## config.mk

```make
export PLATFORM = sky130hd
export DESIGN_NAME = fwc_ctrl
export DESIGN_NICKNAME = d
export VERILOG_FILES = /design/src/hw/fwc_pkg.sv /design/src/hw/fwc_sync.sv /design/src/hw/fwc_timer.sv /design/src/hw/fwc_ctrl.sv
export SDC_FILE = /design/constraint.sdc
export NUM_CORES = 1
export LEC_CHECK = 0
export BUFFER_PORTS_ARGS = -buffer_cell sky130_fd_sc_hd__buf_2
export CAP_MARGIN = 20
export CORE_MARGIN = 3
export CORE_UTILIZATION = 49
export DETAILED_ROUTE_END_ITERATION = 10
export GPL_TIMING_DRIVEN = 0
export PLACE_DENSITY = 0.71
export SYNTH_ARGS = -nofsm -noshare
export SYNTH_HDL_FRONTEND = slang
export SYNTH_SLANG_ARGS = --single-unit
```

## constraint.sdc

```tcl
create_clock -name clk -period 2.7 [get_ports clk]
set_clock_uncertainty 0.2 [all_clocks]
set_input_delay 0.27 -clock clk [delete_from_list [all_inputs] [get_ports clk]]
set_output_delay 0.27 -clock clk [all_outputs]
set_load 0.05 [all_outputs]
```

## src/hw/fwc_pkg.sv

```systemverilog
// Purpose: Shared constants and types of the flash write/reset/suspend controller
// Assumes: 25 MHz system clock
// Notes: Least times round up to whole cycles
package fwc_pkg;
  localparam int CLK_PER_NS = 40;
  localparam int CLK_MHZ = 25;
  // Pin timing in ns
  localparam int T_WP_NS = 50;
  localparam int T_WPH_NS = 30;
  localparam int T_RST_LO_NS = 100;
  localparam int T_RST_REC_NS = 150;
  localparam int T_RST_OUT_NS = 150;
  localparam int T_ACC_NS = 80;
  localparam int CYC_WP = (T_WP_NS + CLK_PER_NS - 1) / CLK_PER_NS;
  localparam int CYC_WPH = (T_WPH_NS + CLK_PER_NS - 1) / CLK_PER_NS;
  localparam int CYC_RST_LO = (T_RST_LO_NS + CLK_PER_NS - 1) / CLK_PER_NS;
  localparam int CYC_RST_WR = (T_RST_REC_NS + CLK_PER_NS - 1) / CLK_PER_NS;
  localparam int CYC_RST_RD = (T_RST_OUT_NS + CLK_PER_NS - 1) / CLK_PER_NS;
  localparam int CYC_RST_REC = (CYC_RST_WR > CYC_RST_RD) ? CYC_RST_WR : CYC_RST_RD;
  localparam int CYC_ACC = (T_ACC_NS + CLK_PER_NS - 1) / CLK_PER_NS;
  localparam int CYC_SYNC = 3;
  // Operation latencies
  localparam longint T_WPROG_US = 200;
  localparam longint T_BERASE_S = 5;
  localparam longint T_CHIP_S = 700;
  localparam longint T_SUSP_US = 20;
  localparam longint T_ERES_US = 500;
  localparam longint CYC_PER_US = CLK_MHZ;
  localparam longint CYC_PER_S = CYC_PER_US * 1000000;
  localparam int TW = 35;
  typedef logic [TW-1:0] fwc_tcnt_t;
  localparam fwc_tcnt_t CYC_SUSP = fwc_tcnt_t'(T_SUSP_US * CYC_PER_US);
  // Software register byte offsets
  localparam logic [7:0] REG_CTRL = 8'h00;
  localparam logic [7:0] REG_ADDR = 8'h04;
  localparam logic [7:0] REG_WDATA = 8'h08;
  localparam logic [7:0] REG_RDATA = 8'h0c;
  localparam logic [7:0] REG_STATUS = 8'h10;
  localparam logic [7:0] REG_IRQ_STAT = 8'h14;
  localparam logic [7:0] REG_IRQ_MASK = 8'h18;
  // Control register fields
  localparam int CTRL_GO = 0;
  localparam int CTRL_OP = 1;
  localparam int CTRL_SEL = 3;
  localparam int CTRL_KIND = 4;
  localparam int CTRL_TMO = 6;
  localparam int CTRL_VPP = 8;
  localparam int CTRL_W = 9;
  localparam logic [CTRL_W-1:0] CTRL_RST = 9'h000;
  // Status register fields
  localparam int ST_BUSY = 0;
  localparam int ST_VPP = 1;
  localparam int ST_GAP = 2;
  localparam int ST_SR = 8;
  // Interrupt bits
  localparam int IRQ_DONE = 0;
  localparam int IRQ_ERR = 1;
  localparam int IRQ_TMO = 2;
  localparam int IRQ_W = 3;
  localparam logic [IRQ_W-1:0] IRQ_MASK_RST = 3'h0;
  // Flash status byte
  localparam int SR_READY = 7;
  localparam logic [7:0] SR_ERR_MASK = 8'h3a;

  typedef enum logic [1:0] {
    OP_WRITE = 2'b00,
    OP_READ = 2'b01,
    OP_RESET = 2'b10,
    OP_POLL = 2'b11
  } fwc_op_t;

  typedef enum logic [1:0] {
    TMO_PROG = 2'b00,
    TMO_BERASE = 2'b01,
    TMO_CHIP = 2'b10,
    TMO_SUSP = 2'b11
  } fwc_tmo_t;

  localparam logic [1:0] KIND_SUSP = 2'h1;
  localparam logic [1:0] KIND_RES = 2'h2;

  typedef enum logic [3:0] {
    S_RST_LO = 4'b0000,
    S_RST_REC = 4'b0001,
    S_IDLE = 4'b0010,
    S_GAP_WAIT = 4'b0011,
    S_WR_SET = 4'b0100,
    S_WR_LO = 4'b0101,
    S_WR_HI = 4'b0110,
    S_RD_LO = 4'b0111,
    S_RD_SMP = 4'b1000,
    S_POLL_HI = 4'b1001
  } fwc_state_t;
endpackage

```

## src/hw/fwc_sync.sv

```systemverilog
// Purpose: Three-flop synchroniser for asynchronous pin inputs
// Assumes: Inputs change independently of clk
// Notes: stable is high while the last two stages agree
`timescale 1ns/1ps
module fwc_sync #(
  parameter int W = 16
) (
  input wire logic clk, // System clock
  input wire logic nrst, // Async reset, active low
  input wire logic [W-1:0] d, // Pin level
  output logic [W-1:0] q, // Synchronised level
  output logic stable // Last two stages agree
);
  typedef struct packed {
    logic [W-1:0] f1;
    logic [W-1:0] f2;
    logic [W-1:0] f3;
  } fwc_sync_t;

  fwc_sync_t s_r;
  fwc_sync_t s_nxt;

  always_comb begin
    s_nxt = s_r;
    s_nxt.f1 = d;
    s_nxt.f2 = s_r.f1;
    s_nxt.f3 = s_r.f2;
  end

  always_ff @(posedge clk or negedge nrst) begin
    if (!nrst) begin
      s_r <= '0;
    end else begin
      s_r <= s_nxt;
    end
  end

  assign q = s_r.f3;
  assign stable = (s_r.f2 == s_r.f3);
endmodule

```

## src/hw/fwc_timer.sv

```systemverilog
// Purpose: Loadable down counter for operation timeouts and spacing
// Assumes: Loading zero stops the counter
// Notes: exp pulses in the same cycle the count reaches zero by itself
`timescale 1ns/1ps
module fwc_timer #(
  parameter int TW = 35
) (
  input wire logic clk, // System clock
  input wire logic nrst, // Async reset, active low
  input wire logic load, // Load pulse
  input wire logic [TW-1:0] val, // Count to load
  output logic run, // Counting
  output logic exp // Expiry pulse
);
  typedef struct packed {
    logic [TW-1:0] cnt;
    logic exp;
  } fwc_tmr_t;

  fwc_tmr_t s_r;
  fwc_tmr_t s_nxt;

  always_comb begin
    s_nxt = s_r;
    s_nxt.exp = 1'b0;
    if (load) begin
      s_nxt.cnt = val;
    end else if (s_r.cnt != '0) begin
      s_nxt.cnt = s_r.cnt - TW'(1);
      s_nxt.exp = (s_r.cnt == TW'(1));
    end
  end

  always_ff @(posedge clk or negedge nrst) begin
    if (!nrst) begin
      s_r <= '0;
    end else begin
      s_r <= s_nxt;
    end
  end

  assign run = (s_r.cnt != '0);
  assign exp = s_r.exp;
endmodule

```

## src/hw/fwc_ctrl.sv

```systemverilog
// Purpose: Host controller driving an asynchronous parallel NOR flash
// Assumes: 25 MHz clk; flash pins are asynchronous to clk
// Notes: Software orders operations through CTRL and polls or takes irq
// Summary of operation
// Write cycle framed by chip select or strobe
// Combined low window at least 50 ns
// Hard reset held low at least 100 ns
// Device aborts running operation within 22 us
// Idle device finishes reset within 100 ns
// Output valid after reset-to-output delay
// Reset release to valid output 150 ns max
// Wait 150 ns after reset before writing
// Reset low 100 ns after power-up
// Query command clears ready bit promptly
// Status reads use ordinary read timing
// Keep programming supply until errors read zero
// Suspend ready within 10 or 20 us
// Ready bit rises after suspend latency
// Wait 500 us from resume to suspend
// Short resume intervals may starve erase
// Chip erase timeout at least 700 s
// Poll ready bit then check error bits
// Per-operation timeout counters flag errors
//
// Implementation choices: the address-and-strobe port and the register offsets.
`timescale 1ns/1ps
module fwc_ctrl #(
  parameter int AW = 22,
  parameter int DW = 16,
  parameter fwc_pkg::fwc_tcnt_t TMO_PROG_CYC = fwc_pkg::fwc_tcnt_t'(fwc_pkg::T_WPROG_US * fwc_pkg::CYC_PER_US),
  parameter fwc_pkg::fwc_tcnt_t TMO_BERASE_CYC = fwc_pkg::fwc_tcnt_t'(fwc_pkg::T_BERASE_S * fwc_pkg::CYC_PER_S),
  parameter fwc_pkg::fwc_tcnt_t TMO_CHIP_CYC = fwc_pkg::fwc_tcnt_t'(fwc_pkg::T_CHIP_S * fwc_pkg::CYC_PER_S),
  parameter fwc_pkg::fwc_tcnt_t ERES_CYC = fwc_pkg::fwc_tcnt_t'(fwc_pkg::T_ERES_US * fwc_pkg::CYC_PER_US)
) (
  input wire logic clk, // System clock
  input wire logic nrst, // Async reset, active low
  input wire logic [7:0] sw_addr, // Register byte address
  input wire logic [31:0] sw_wdata, // Register write data
  input wire logic sw_wr, // Write strobe
  input wire logic sw_rd, // Read strobe
  output logic [31:0] sw_rdata, // Read data, cycle after sw_rd
  output logic irq, // Level interrupt
  output logic flash_ce_n, // Chip select
  output logic flash_we_n, // Write strobe
  output logic flash_oe_n, // Output strobe
  output logic flash_rst_n, // Hard reset
  output logic flash_vpp_en, // Programming supply enable
  output logic [AW-1:0] flash_addr, // Address
  output logic [DW-1:0] flash_dq_o, // Data out
  output logic flash_dq_oe_n, // Data drive, low while driving
  input wire logic [DW-1:0] flash_dq_i // Data in
);
  typedef struct packed {
    fwc_pkg::fwc_state_t st;
    logic [2:0] cnt;
    logic [fwc_pkg::CTRL_W-1:0] ctrl;
    logic [AW-1:0] addr;
    logic [DW-1:0] wdata;
    logic [DW-1:0] rdata;
    logic [7:0] sr;
    logic [fwc_pkg::IRQ_W-1:0] irq_stat;
    logic [fwc_pkg::IRQ_W-1:0] irq_mask;
    logic irq;
    logic hold_vpp;
    logic ce_n;
    logic we_n;
    logic oe_n;
    logic rst_n;
    logic vpp;
    logic dq_oe_n;
    logic [AW-1:0] a_o;
    logic [DW-1:0] dq_o;
    logic [31:0] sw_rdata;
  } fwc_ctrl_t;

  fwc_ctrl_t s_r;
  fwc_ctrl_t s_nxt;
  logic [DW-1:0] dq_q;
  logic dq_stable;
  logic tmo_load;
  fwc_pkg::fwc_tcnt_t tmo_val;
  logic tmo_run;
  logic tmo_exp;
  logic gap_load;
  logic gap_run;
  logic start;
  logic [fwc_pkg::IRQ_W-1:0] ev;
  logic [fwc_pkg::IRQ_W-1:0] clr;
  fwc_pkg::fwc_op_t op;
  fwc_pkg::fwc_tmo_t tsel;
  logic [1:0] kind;
  logic is_poll;

  fwc_sync #(.W(DW)) u_dq_sync (
    .clk(clk),
    .nrst(nrst),
    .d(flash_dq_i),
    .q(dq_q),
    .stable(dq_stable)
  );

  fwc_timer #(.TW(fwc_pkg::TW)) u_tmo (
    .clk(clk),
    .nrst(nrst),
    .load(tmo_load),
    .val(tmo_val),
    .run(tmo_run),
    .exp(tmo_exp)
  );

  fwc_timer #(.TW(fwc_pkg::TW)) u_gap (
    .clk(clk),
    .nrst(nrst),
    .load(gap_load),
    .val(ERES_CYC),
    .run(gap_run),
    .exp()
  );

  assign op = fwc_pkg::fwc_op_t'(s_r.ctrl[fwc_pkg::CTRL_OP +: 2]);
  assign tsel = fwc_pkg::fwc_tmo_t'(s_r.ctrl[fwc_pkg::CTRL_TMO +: 2]);
  assign kind = s_r.ctrl[fwc_pkg::CTRL_KIND +: 2];
  assign is_poll = (op == fwc_pkg::OP_POLL);

  always_comb begin
    s_nxt = s_r;
    start = 1'b0;
    ev = '0;
    clr = '0;
    tmo_load = 1'b0;
    tmo_val = '0;
    gap_load = 1'b0;
    s_nxt.sw_rdata = '0;
    if (s_r.cnt != 3'h0) begin
      s_nxt.cnt = s_r.cnt - 3'h1;
    end
    if (sw_rd) begin
      case (sw_addr)
        fwc_pkg::REG_CTRL: s_nxt.sw_rdata = 32'(s_r.ctrl);
        fwc_pkg::REG_ADDR: s_nxt.sw_rdata = 32'(s_r.addr);
        fwc_pkg::REG_WDATA: s_nxt.sw_rdata = 32'(s_r.wdata);
        fwc_pkg::REG_RDATA: s_nxt.sw_rdata = 32'(s_r.rdata);
        fwc_pkg::REG_STATUS: begin
          s_nxt.sw_rdata[fwc_pkg::ST_BUSY] = (s_r.st != fwc_pkg::S_IDLE);
          s_nxt.sw_rdata[fwc_pkg::ST_VPP] = s_r.vpp;
          s_nxt.sw_rdata[fwc_pkg::ST_GAP] = gap_run;
          s_nxt.sw_rdata[fwc_pkg::ST_SR +: 8] = s_r.sr;
        end
        fwc_pkg::REG_IRQ_STAT: s_nxt.sw_rdata = 32'(s_r.irq_stat);
        fwc_pkg::REG_IRQ_MASK: s_nxt.sw_rdata = 32'(s_r.irq_mask);
        default: s_nxt.sw_rdata = '0;
      endcase
    end
    // Orders and their operands are taken only while idle
    if (sw_wr) begin
      case (sw_addr)
        fwc_pkg::REG_CTRL: begin
          if (s_r.st == fwc_pkg::S_IDLE) begin
            s_nxt.ctrl = sw_wdata[fwc_pkg::CTRL_W-1:0];
            s_nxt.ctrl[fwc_pkg::CTRL_GO] = 1'b0;
            start = sw_wdata[fwc_pkg::CTRL_GO];
          end
        end
        fwc_pkg::REG_ADDR: begin
          if (s_r.st == fwc_pkg::S_IDLE) begin
            s_nxt.addr = sw_wdata[AW-1:0];
          end
        end
        fwc_pkg::REG_WDATA: begin
          if (s_r.st == fwc_pkg::S_IDLE) begin
            s_nxt.wdata = sw_wdata[DW-1:0];
          end
        end
        fwc_pkg::REG_IRQ_STAT: clr = sw_wdata[fwc_pkg::IRQ_W-1:0];
        fwc_pkg::REG_IRQ_MASK: s_nxt.irq_mask = sw_wdata[fwc_pkg::IRQ_W-1:0];
        default: ;
      endcase
    end
    unique case (s_r.st)
      fwc_pkg::S_RST_LO: begin
        if (s_r.cnt == 3'h0) begin
          s_nxt.rst_n = 1'b1;
          s_nxt.cnt = 3'(fwc_pkg::CYC_RST_REC - 1);
          s_nxt.st = fwc_pkg::S_RST_REC;
        end
      end
      fwc_pkg::S_RST_REC: begin
        if (s_r.cnt == 3'h0) begin
          ev[fwc_pkg::IRQ_DONE] = 1'b1;
          s_nxt.st = fwc_pkg::S_IDLE;
        end
      end
      fwc_pkg::S_IDLE: begin
        if (start) begin
          unique case (fwc_pkg::fwc_op_t'(s_nxt.ctrl[fwc_pkg::CTRL_OP +: 2]))
            fwc_pkg::OP_WRITE: begin
              if (s_nxt.ctrl[fwc_pkg::CTRL_KIND +: 2] == fwc_pkg::KIND_SUSP && gap_run) begin
                s_nxt.st = fwc_pkg::S_GAP_WAIT;
              end else begin
                s_nxt.st = fwc_pkg::S_WR_SET;
              end
            end
            fwc_pkg::OP_READ: s_nxt.st = fwc_pkg::S_RD_LO;
            fwc_pkg::OP_RESET: begin
              s_nxt.rst_n = 1'b0;
              s_nxt.cnt = 3'(fwc_pkg::CYC_RST_LO - 1);
              s_nxt.st = fwc_pkg::S_RST_LO;
            end
            fwc_pkg::OP_POLL: begin
              tmo_load = 1'b1;
              unique case (fwc_pkg::fwc_tmo_t'(s_nxt.ctrl[fwc_pkg::CTRL_TMO +: 2]))
                fwc_pkg::TMO_PROG: tmo_val = TMO_PROG_CYC;
                fwc_pkg::TMO_BERASE: tmo_val = TMO_BERASE_CYC;
                fwc_pkg::TMO_CHIP: tmo_val = TMO_CHIP_CYC;
                fwc_pkg::TMO_SUSP: tmo_val = fwc_pkg::CYC_SUSP;
              endcase
              s_nxt.st = fwc_pkg::S_RD_LO;
            end
          endcase
          if (s_nxt.st == fwc_pkg::S_RD_LO) begin
            s_nxt.a_o = s_nxt.addr;
            s_nxt.ce_n = 1'b0;
            s_nxt.oe_n = 1'b0;
            s_nxt.cnt = 3'(fwc_pkg::CYC_ACC - 1);
          end
        end
      end
      fwc_pkg::S_GAP_WAIT: begin
        if (!gap_run) begin
          s_nxt.st = fwc_pkg::S_WR_SET;
        end
      end
      fwc_pkg::S_WR_SET: begin
        // The non-selected strobe falls first, the selected one frames the pulse
        s_nxt.a_o = s_r.addr;
        s_nxt.dq_o = s_r.wdata;
        s_nxt.dq_oe_n = 1'b0;
        s_nxt.ce_n = !s_r.ctrl[fwc_pkg::CTRL_SEL] ? 1'b0 : 1'b1;
        s_nxt.we_n = s_r.ctrl[fwc_pkg::CTRL_SEL] ? 1'b0 : 1'b1;
        if (s_r.ctrl[fwc_pkg::CTRL_VPP]) begin
          s_nxt.hold_vpp = 1'b1;
        end
        if ((s_r.ctrl[fwc_pkg::CTRL_SEL] ? s_r.we_n : s_r.ce_n) == 1'b0) begin
          s_nxt.ce_n = 1'b0;
          s_nxt.we_n = 1'b0;
          s_nxt.cnt = 3'(fwc_pkg::CYC_WP - 1);
          s_nxt.st = fwc_pkg::S_WR_LO;
        end
      end
      fwc_pkg::S_WR_LO: begin
        if (s_r.cnt == 3'h0) begin
          s_nxt.ce_n = 1'b1;
          s_nxt.we_n = 1'b1;
          s_nxt.cnt = 3'(fwc_pkg::CYC_WPH - 1);
          s_nxt.st = fwc_pkg::S_WR_HI;
        end
      end
      fwc_pkg::S_WR_HI: begin
        if (s_r.cnt == 3'h0) begin
          gap_load = (kind == fwc_pkg::KIND_RES);
          s_nxt.dq_oe_n = 1'b1; // Data held one cycle past the strobe rise
          ev[fwc_pkg::IRQ_DONE] = 1'b1;
          s_nxt.st = fwc_pkg::S_IDLE;
        end
      end
      fwc_pkg::S_RD_LO: begin
        if (s_r.cnt == 3'h0) begin
          s_nxt.cnt = 3'(fwc_pkg::CYC_SYNC - 1);
          s_nxt.st = fwc_pkg::S_RD_SMP;
        end
      end
      fwc_pkg::S_RD_SMP: begin
        if (s_r.cnt == 3'h0 && dq_stable) begin
          s_nxt.rdata = dq_q;
          s_nxt.ce_n = 1'b1;
          s_nxt.oe_n = 1'b1;
          s_nxt.st = fwc_pkg::S_IDLE;
          if (!is_poll) begin
            ev[fwc_pkg::IRQ_DONE] = 1'b1;
          end else if (dq_q[fwc_pkg::SR_READY]) begin
            s_nxt.sr = dq_q[7:0];
            ev[fwc_pkg::IRQ_DONE] = 1'b1;
            tmo_load = 1'b1;
            if ((dq_q[7:0] & fwc_pkg::SR_ERR_MASK) != 8'h00) begin
              ev[fwc_pkg::IRQ_ERR] = 1'b1;
            end else begin
              s_nxt.hold_vpp = 1'b0;
            end
          end else begin
            s_nxt.sr = dq_q[7:0];
            s_nxt.cnt = 3'(fwc_pkg::CYC_WPH - 1);
            s_nxt.st = fwc_pkg::S_POLL_HI;
          end
        end
      end
      fwc_pkg::S_POLL_HI: begin
        if (s_r.cnt == 3'h0) begin
          s_nxt.ce_n = 1'b0;
          s_nxt.oe_n = 1'b0;
          s_nxt.cnt = 3'(fwc_pkg::CYC_ACC - 1);
          s_nxt.st = fwc_pkg::S_RD_LO;
        end
      end
      default: s_nxt.st = fwc_pkg::S_IDLE;
    endcase
    // Timeout ends a poll wherever it stands
    if (is_poll && tmo_exp && s_r.st inside {fwc_pkg::S_RD_LO, fwc_pkg::S_RD_SMP, fwc_pkg::S_POLL_HI}) begin
      s_nxt.ce_n = 1'b1;
      s_nxt.oe_n = 1'b1;
      s_nxt.st = fwc_pkg::S_IDLE;
      ev = '0;
      ev[fwc_pkg::IRQ_TMO] = 1'b1;
    end
    s_nxt.vpp = s_nxt.ctrl[fwc_pkg::CTRL_VPP] | s_nxt.hold_vpp;
    s_nxt.irq_stat = (s_r.irq_stat & ~clr) | ev;
    s_nxt.irq = |(s_nxt.irq_stat & s_nxt.irq_mask);
  end

  always_ff @(posedge clk or negedge nrst) begin
    if (!nrst) begin
      s_r <= '0;
      s_r.st <= fwc_pkg::S_RST_LO;
      s_r.cnt <= 3'(fwc_pkg::CYC_RST_LO - 1);
      s_r.ctrl <= fwc_pkg::CTRL_RST;
      s_r.irq_mask <= fwc_pkg::IRQ_MASK_RST;
      s_r.ce_n <= 1'b1;
      s_r.we_n <= 1'b1;
      s_r.oe_n <= 1'b1;
      s_r.dq_oe_n <= 1'b1;
    end else begin
      s_r <= s_nxt;
    end
  end

  assign sw_rdata = s_r.sw_rdata;
  assign irq = s_r.irq;
  assign flash_ce_n = s_r.ce_n;
  assign flash_we_n = s_r.we_n;
  assign flash_oe_n = s_r.oe_n;
  assign flash_rst_n = s_r.rst_n;
  assign flash_vpp_en = s_r.vpp;
  assign flash_addr = s_r.a_o;
  assign flash_dq_o = s_r.dq_o;
  assign flash_dq_oe_n = s_r.dq_oe_n;
endmodule

```

Word level (Yosys, flattened, before mapping)
Cells that the tools add are included.

operators by class
  add/subtract/negate cells = 3
  equality and inequality tests = 45
  mux-type cells = 94
  bitwise logic cells = 5
  reduce and logical (&&, ||, !) cells = 36

operators by type and width
  kind                                                  number
  two-way mux 35 bit                                    5
  case mux 35 bit (4 select lines)                      1
  two-way mux 22 bit                                    4
  two-way mux 36 bit                                    2
  equality test 35 x 1 -> 1 bit, second input constant  2
  nonzero test 35 bit                                   2
  subtractor 35 x 1 -> 35 bit, second input constant    2
  two-way mux 7 bit                                     9
  two-way mux 47 bit                                    1
  case mux 22 bit (2 select lines)                      1
  case mux 3 bit (7 select lines)                       2
  case mux 8 bit (5 select lines)                       1
  case mux 4 bit (9 select lines)                       1
  two-way mux 16 bit                                    2
  two-way mux 32 bit                                    1
  two-way mux 1 bit                                     31
  two-way mux 3 bit                                     9
  equality test 8 x 5 -> 1 bit, second input constant   3
  equality test 4 x 3 -> 1 bit, second input constant   5
  two-way mux 4 bit                                     5
  case mux 5 bit (4 select lines)                       1
  two-way mux 9 bit                                     2
  equality test 16 bit                                  1
  equality test 8 x 4 -> 1 bit, second input constant   2
  other kinds (41)                                      88

storage, ports and cells
  flip-flop bits (word level) = 280
  input bits = 60
  output and inout bits = 77
  logic and storage cells = 210

Logic depth before layout (Yosys ltp)
  depth in word-level cells = 15
  mapped depth = 11

Hierarchy
From an unflattened synthesis, not the netlist that was laid out.

unflattened totals
  cell total of the unflattened synthesis = 1265
  area total of the unflattened synthesis = 13445.4 um^2

modules (own cells, without submodules)
  module              instances  cells an instance  area an instance (um^2)  seq. area each (um^2)
  fwc_ctrl            1          708                7475.9                   3784.9
  fwc_timer at u_tmo  1          245                2361.0                   900.9
  fwc_timer at u_gap  1          243                2229.6                   900.9
  fwc_sync            1          69                 1378.8                   1201.2

Least setup slack after synthesis
Ideal clock, no wire load.

  kind = input -> register
  start = input sw_addr[0]
  end = register s_r (netlist bit flash_addr[10])
  setup time = 127 ps
  data arrival time = 2375 ps
  setup slack = -3 ps
  stages = 7
  cell sequence = or4_1 > nor3_4 > nand3_1 > nor3b_2 > buf_4 > mux2_1 > mux2_1

RTL lines
  item                  RTL line         source
  from (decl)           fwc_ctrl.sv:37   input wire logic [7:0] sw_addr,
  to (signal assigned)  fwc_ctrl.sv:331  s_r <= s_nxt;
  to (decl)             fwc_ctrl.sv:76   fwc_ctrl_t s_r;

Final worst setup path
  start = register u_gap.s_r[28] in the netlist's numbering
  end = register s_r[158] in the netlist's numbering

between the ends
  cells in the longest elaborated chain, start to end = 9
  elaborated cells between the ends (all ways) = 11

ends and longest elaborated chain
  item                             RTL line         source
  from (decl)                      fwc_timer.sv:20  fwc_tmr_t s_r;
  from (signal assigned)           fwc_timer.sv:38  s_r <= s_nxt;
  nonzero test 35 bit (*)          fwc_timer.sv:42  assign run = (s_r.cnt != '0);
  logical AND 1 bit                fwc_ctrl.sv:197  if (s_nxt.ctrl[fwc_pkg::CTRL_KIND +: 2] == fwc_pkg::KIND_SUSP && gap_run) begin
  two-way mux 3 bit                fwc_ctrl.sv:197
  case mux 4 bit (3 select lines)  fwc_ctrl.sv:195  unique case (fwc_pkg::fwc_op_t'(s_nxt.ctrl[fwc_pkg::CTRL_OP +: 2]))
  two-way mux 4 bit                fwc_ctrl.sv:194  if (start) begin
  two-way mux 4 bit                fwc_ctrl.sv:179  unique case (s_r.st)
  two-way mux 7 bit                fwc_ctrl.sv:194
  case mux 4 bit (9 select lines)  fwc_ctrl.sv:179
  two-way mux 4 bit                fwc_ctrl.sv:307  if (is_poll && tmo_exp && s_r.st inside {fwc_pkg::S_RD_LO, fwc_pkg::S_RD_SMP, fwc_pkg::S_POLL_HI}) begin

Mark *: on every way between the ends. The rest lies on a longest branch, timed or not. The select of a mux whose other input is x is not followed.
A chain may end at the register's enable or synchronous reset.

==> qor.yml <==
die_area_mm2: 0.0280
coreArea_mm2: 0.0254
synth_common_cells: "dfrtp_1 (265), nand2_1 (112), nor2_1 (88), buf_4 (74), mux2_1 (62)"
cts_max_level: 1
worst_path_largest_cell_delay_ns: 0.54
synth_warnings: 0
cts_tree: "done"
synth_area_leader_cell: "dfrtp_1"
worst_slack_ns: -0.148
synthDistinctLibCells: 74
synthFlopType: "dfrtp_1"
p_total_mw: 12.5
syn_area_mm2: 0.0128
pin_count: 137
clock_latency_ns: 0.54
seq_area_frac_synth: 0.529
drv_slew: 0
synth_edf_count: 0
die_x_um: 167
rows: 58
antenna_found_initial: 2
synth.top_cell.area_share: 0.519
ys_top_cells_by_area: "dfrtp_1 (52%), mux2_1 (5.5%), buf_4 (4.3%), nand2_1 (3.3%), xnor2_1 (3.2%)"
synth-seq-cells: 270
grt_pass1_vias: 9618
rsz0062_at_grt: "yes"
fin_nets: 1445
fin_crit_sh: 1.05
fin_crit_ns: 2.85
maxCapViolCount: 0
drc: 0
grt_max_degree: 125
area_growth_pct: 24.1
p_per_area_mw_per_mm2: 786
hp-class: "in -> async"
p_leak_nw: 7.62
layout-drive-gt1-share: 0.288
crit_required_ns: 2.92
syn_area_per_cell_um2: 11.1
grt.total_usage: 0.222
ys_async_sr_fraction: 1.00
dp_cells: 1609
place_hpwl_mm: 21.7
worst_slew_pin_slew_ns: 0.877
cts_sinks: 270
finalHoldViolations: 0
cts_buffers: 29
crit_fanout: 5
start_util: 0.503
wl_per_cell_um: 18.6
drtIter0Drc: 815
grt_overflow: 0
setup_violations: 13
port_buffers: 112
grt_pass1_wl_mm: 51.2
violations: "setup timing"
outcome: "complete, but fails checks"
yosysMostFrequentCell: "dfrtp_1"
syn_inst: 1155
endpoint_kind: "flop"
critPathSlowestCell: "or4_4"
viasPerCell: 5.62
cp_data_arrival_time_ns: 3.07
peakVddDrop_mv: 0.719
critPathBufInv: 1
worstPathCellList: "or4_4 > nor4_4 > nand4_1 > a41o_1 > a311o_1 > buf_4 > a22o_1"
cts_buffer_depth: 3
dr.pass1.iters: 5
num_vias: 9713
gp_congestion: 0.888
crit_family: "simple AND/OR/NAND/NOR gates"
cts_root_buf: "clkbuf_16"
wl_mm: 32.1
die_y_um: 167
detail-route-antenna-nets: 0
clk_pin_slew_ns: 0.07
slew_headroom: 0.416
cp-start-kind: "flop"
crit_type: "reg -> reg"
fmax_ghz: 0.351
stdcell_count: 1728
through the flow:
step,hold WS [ns],utilization,worst slack (ns),cell area [um2],setup TNS (ns)
5_1_grt,0.0461,0.624,-0.210,15900,-2.04
2_1_floorplan,-0.226,-,0.0179,12800,0
3_5_place_dp,-0.0167,0.545,-0.702,13900,-68.51
6_report,0.00214,0.624,-0.148,15900,-0.653
4_1_cts,0.0157,0.613,-0.109,15600,-0.343
3_3_place_gp,0.131,0.543,-3.72,13800,-1055.91
state kept, by name (all words and copies together) (netlist names):
signal and count:
s_r 80, u_gap.s_r 35, u_tmo.s_r 35, u_dq_sync.s_nxt 32, flash_addr 22, sw_rdata 22
flash_dq_o 16, u_dq_sync.q 16, kind 2, op 2, flash_ce_n 1, flash_dq_oe_n 1
flash_oe_n 1, flash_rst_n 1, flash_vpp_en 1, flash_we_n 1, irq 1, u_tmo.exp 1
final cells by class:
class	count	area (um2)
Antenna cell	2	5.00
Buffer	120	815
Clock buffer	35	798
Clock inverter	18	240
Fill cell	2024	9550
Inverter	19	71.3
Multi-Input combinational cell	750	5500
Sequential cell	270	6760
Tap cell	330	413
Timing Repair Buffer	184	1250
what timing repair did:
item                                    4_1_cts  5_1_grt
gates cloned                                  1        0
hold buffers                                 39        0
pin swaps                                    11       12
endpoints found under the hold margin       226        0
endpoints found under the setup margin      154      122
buffers inserted                             13       16
gates resized for setup                      55       54
final timing paths:
path | from | endpoint | slack, ns | cells after the start
hold / removal | nrst | u_gap.s_r[23] | 0.002 | 2
hold reg to reg | u_dq_sync.s_nxt[27] | u_dq_sync.s_nxt[11] | 0.15 | 0
setup / recovery | u_gap.s_r[28] | s_r[158] | -0.15 | 7
max in group asynchronous | nrst | u_dq_sync.q[3] | 0.91 | 4
setup reg to reg | u_gap.s_r[28] | s_r[158] | -0.15 | 7
min in group clk | sw_addr[1] | s_r[83] | 0.06 | 4
cells by family (layout without fill, tap and decap cells):
kind of cell,count (synthesis),after routing,share of synthesized area
AOI/OAI and AO/OA,133,133,0.0702
xor gates and xnor gates,73,73,0.0500
adders and majority gates,11,11,0.0108
buffers and inverters,144,376,0.0646
DFF,270,270,0.529
muxes,115,115,0.107
other,1,12,0.000294
and+or+nand+nor,408,408,0.167
per-layer routing:
metal	vias to the layer above	share of wire	global-route usage
li1	4457	-	-
met1	4824	0.45	0.322
met2	360	0.46	0.348
met3	72	0.064	0.0366
met4	0	0.028	0.0672
met5	-	0	0
power breakdown:
| part | total [mW] | internal (mW) | switching, mW |
|---|---|---|---|
| clock network | 4.26 | 2.60 | 1.66 |
| logic | 3.17 | 1.30 | 1.87 |
| registers | 5.03 | 4.54 | 0.492 |
| total | 12.5 | 8.43 | 4.03 |
layout by cell type, fill, tap and decap left out, types with 16 or more instances in the layout:
master and count:
dlygate4sd3_1 39, clkbuf_1 17, dfrtp_1 264, nor3_1 28, buf_4 101, nor2_1 87
clkbuf_16 29, nand3_1 23, a21oi_1 19, mux2_2 34, xor2_1 27, o21ai_0 19
mux2_1 62, buf_2 118, nand4_1 22, inv_1 16, nor4_1 17, nand2_1 110
xnor2_1 46
No activity file was read; power rests on OpenSTA's default activity.
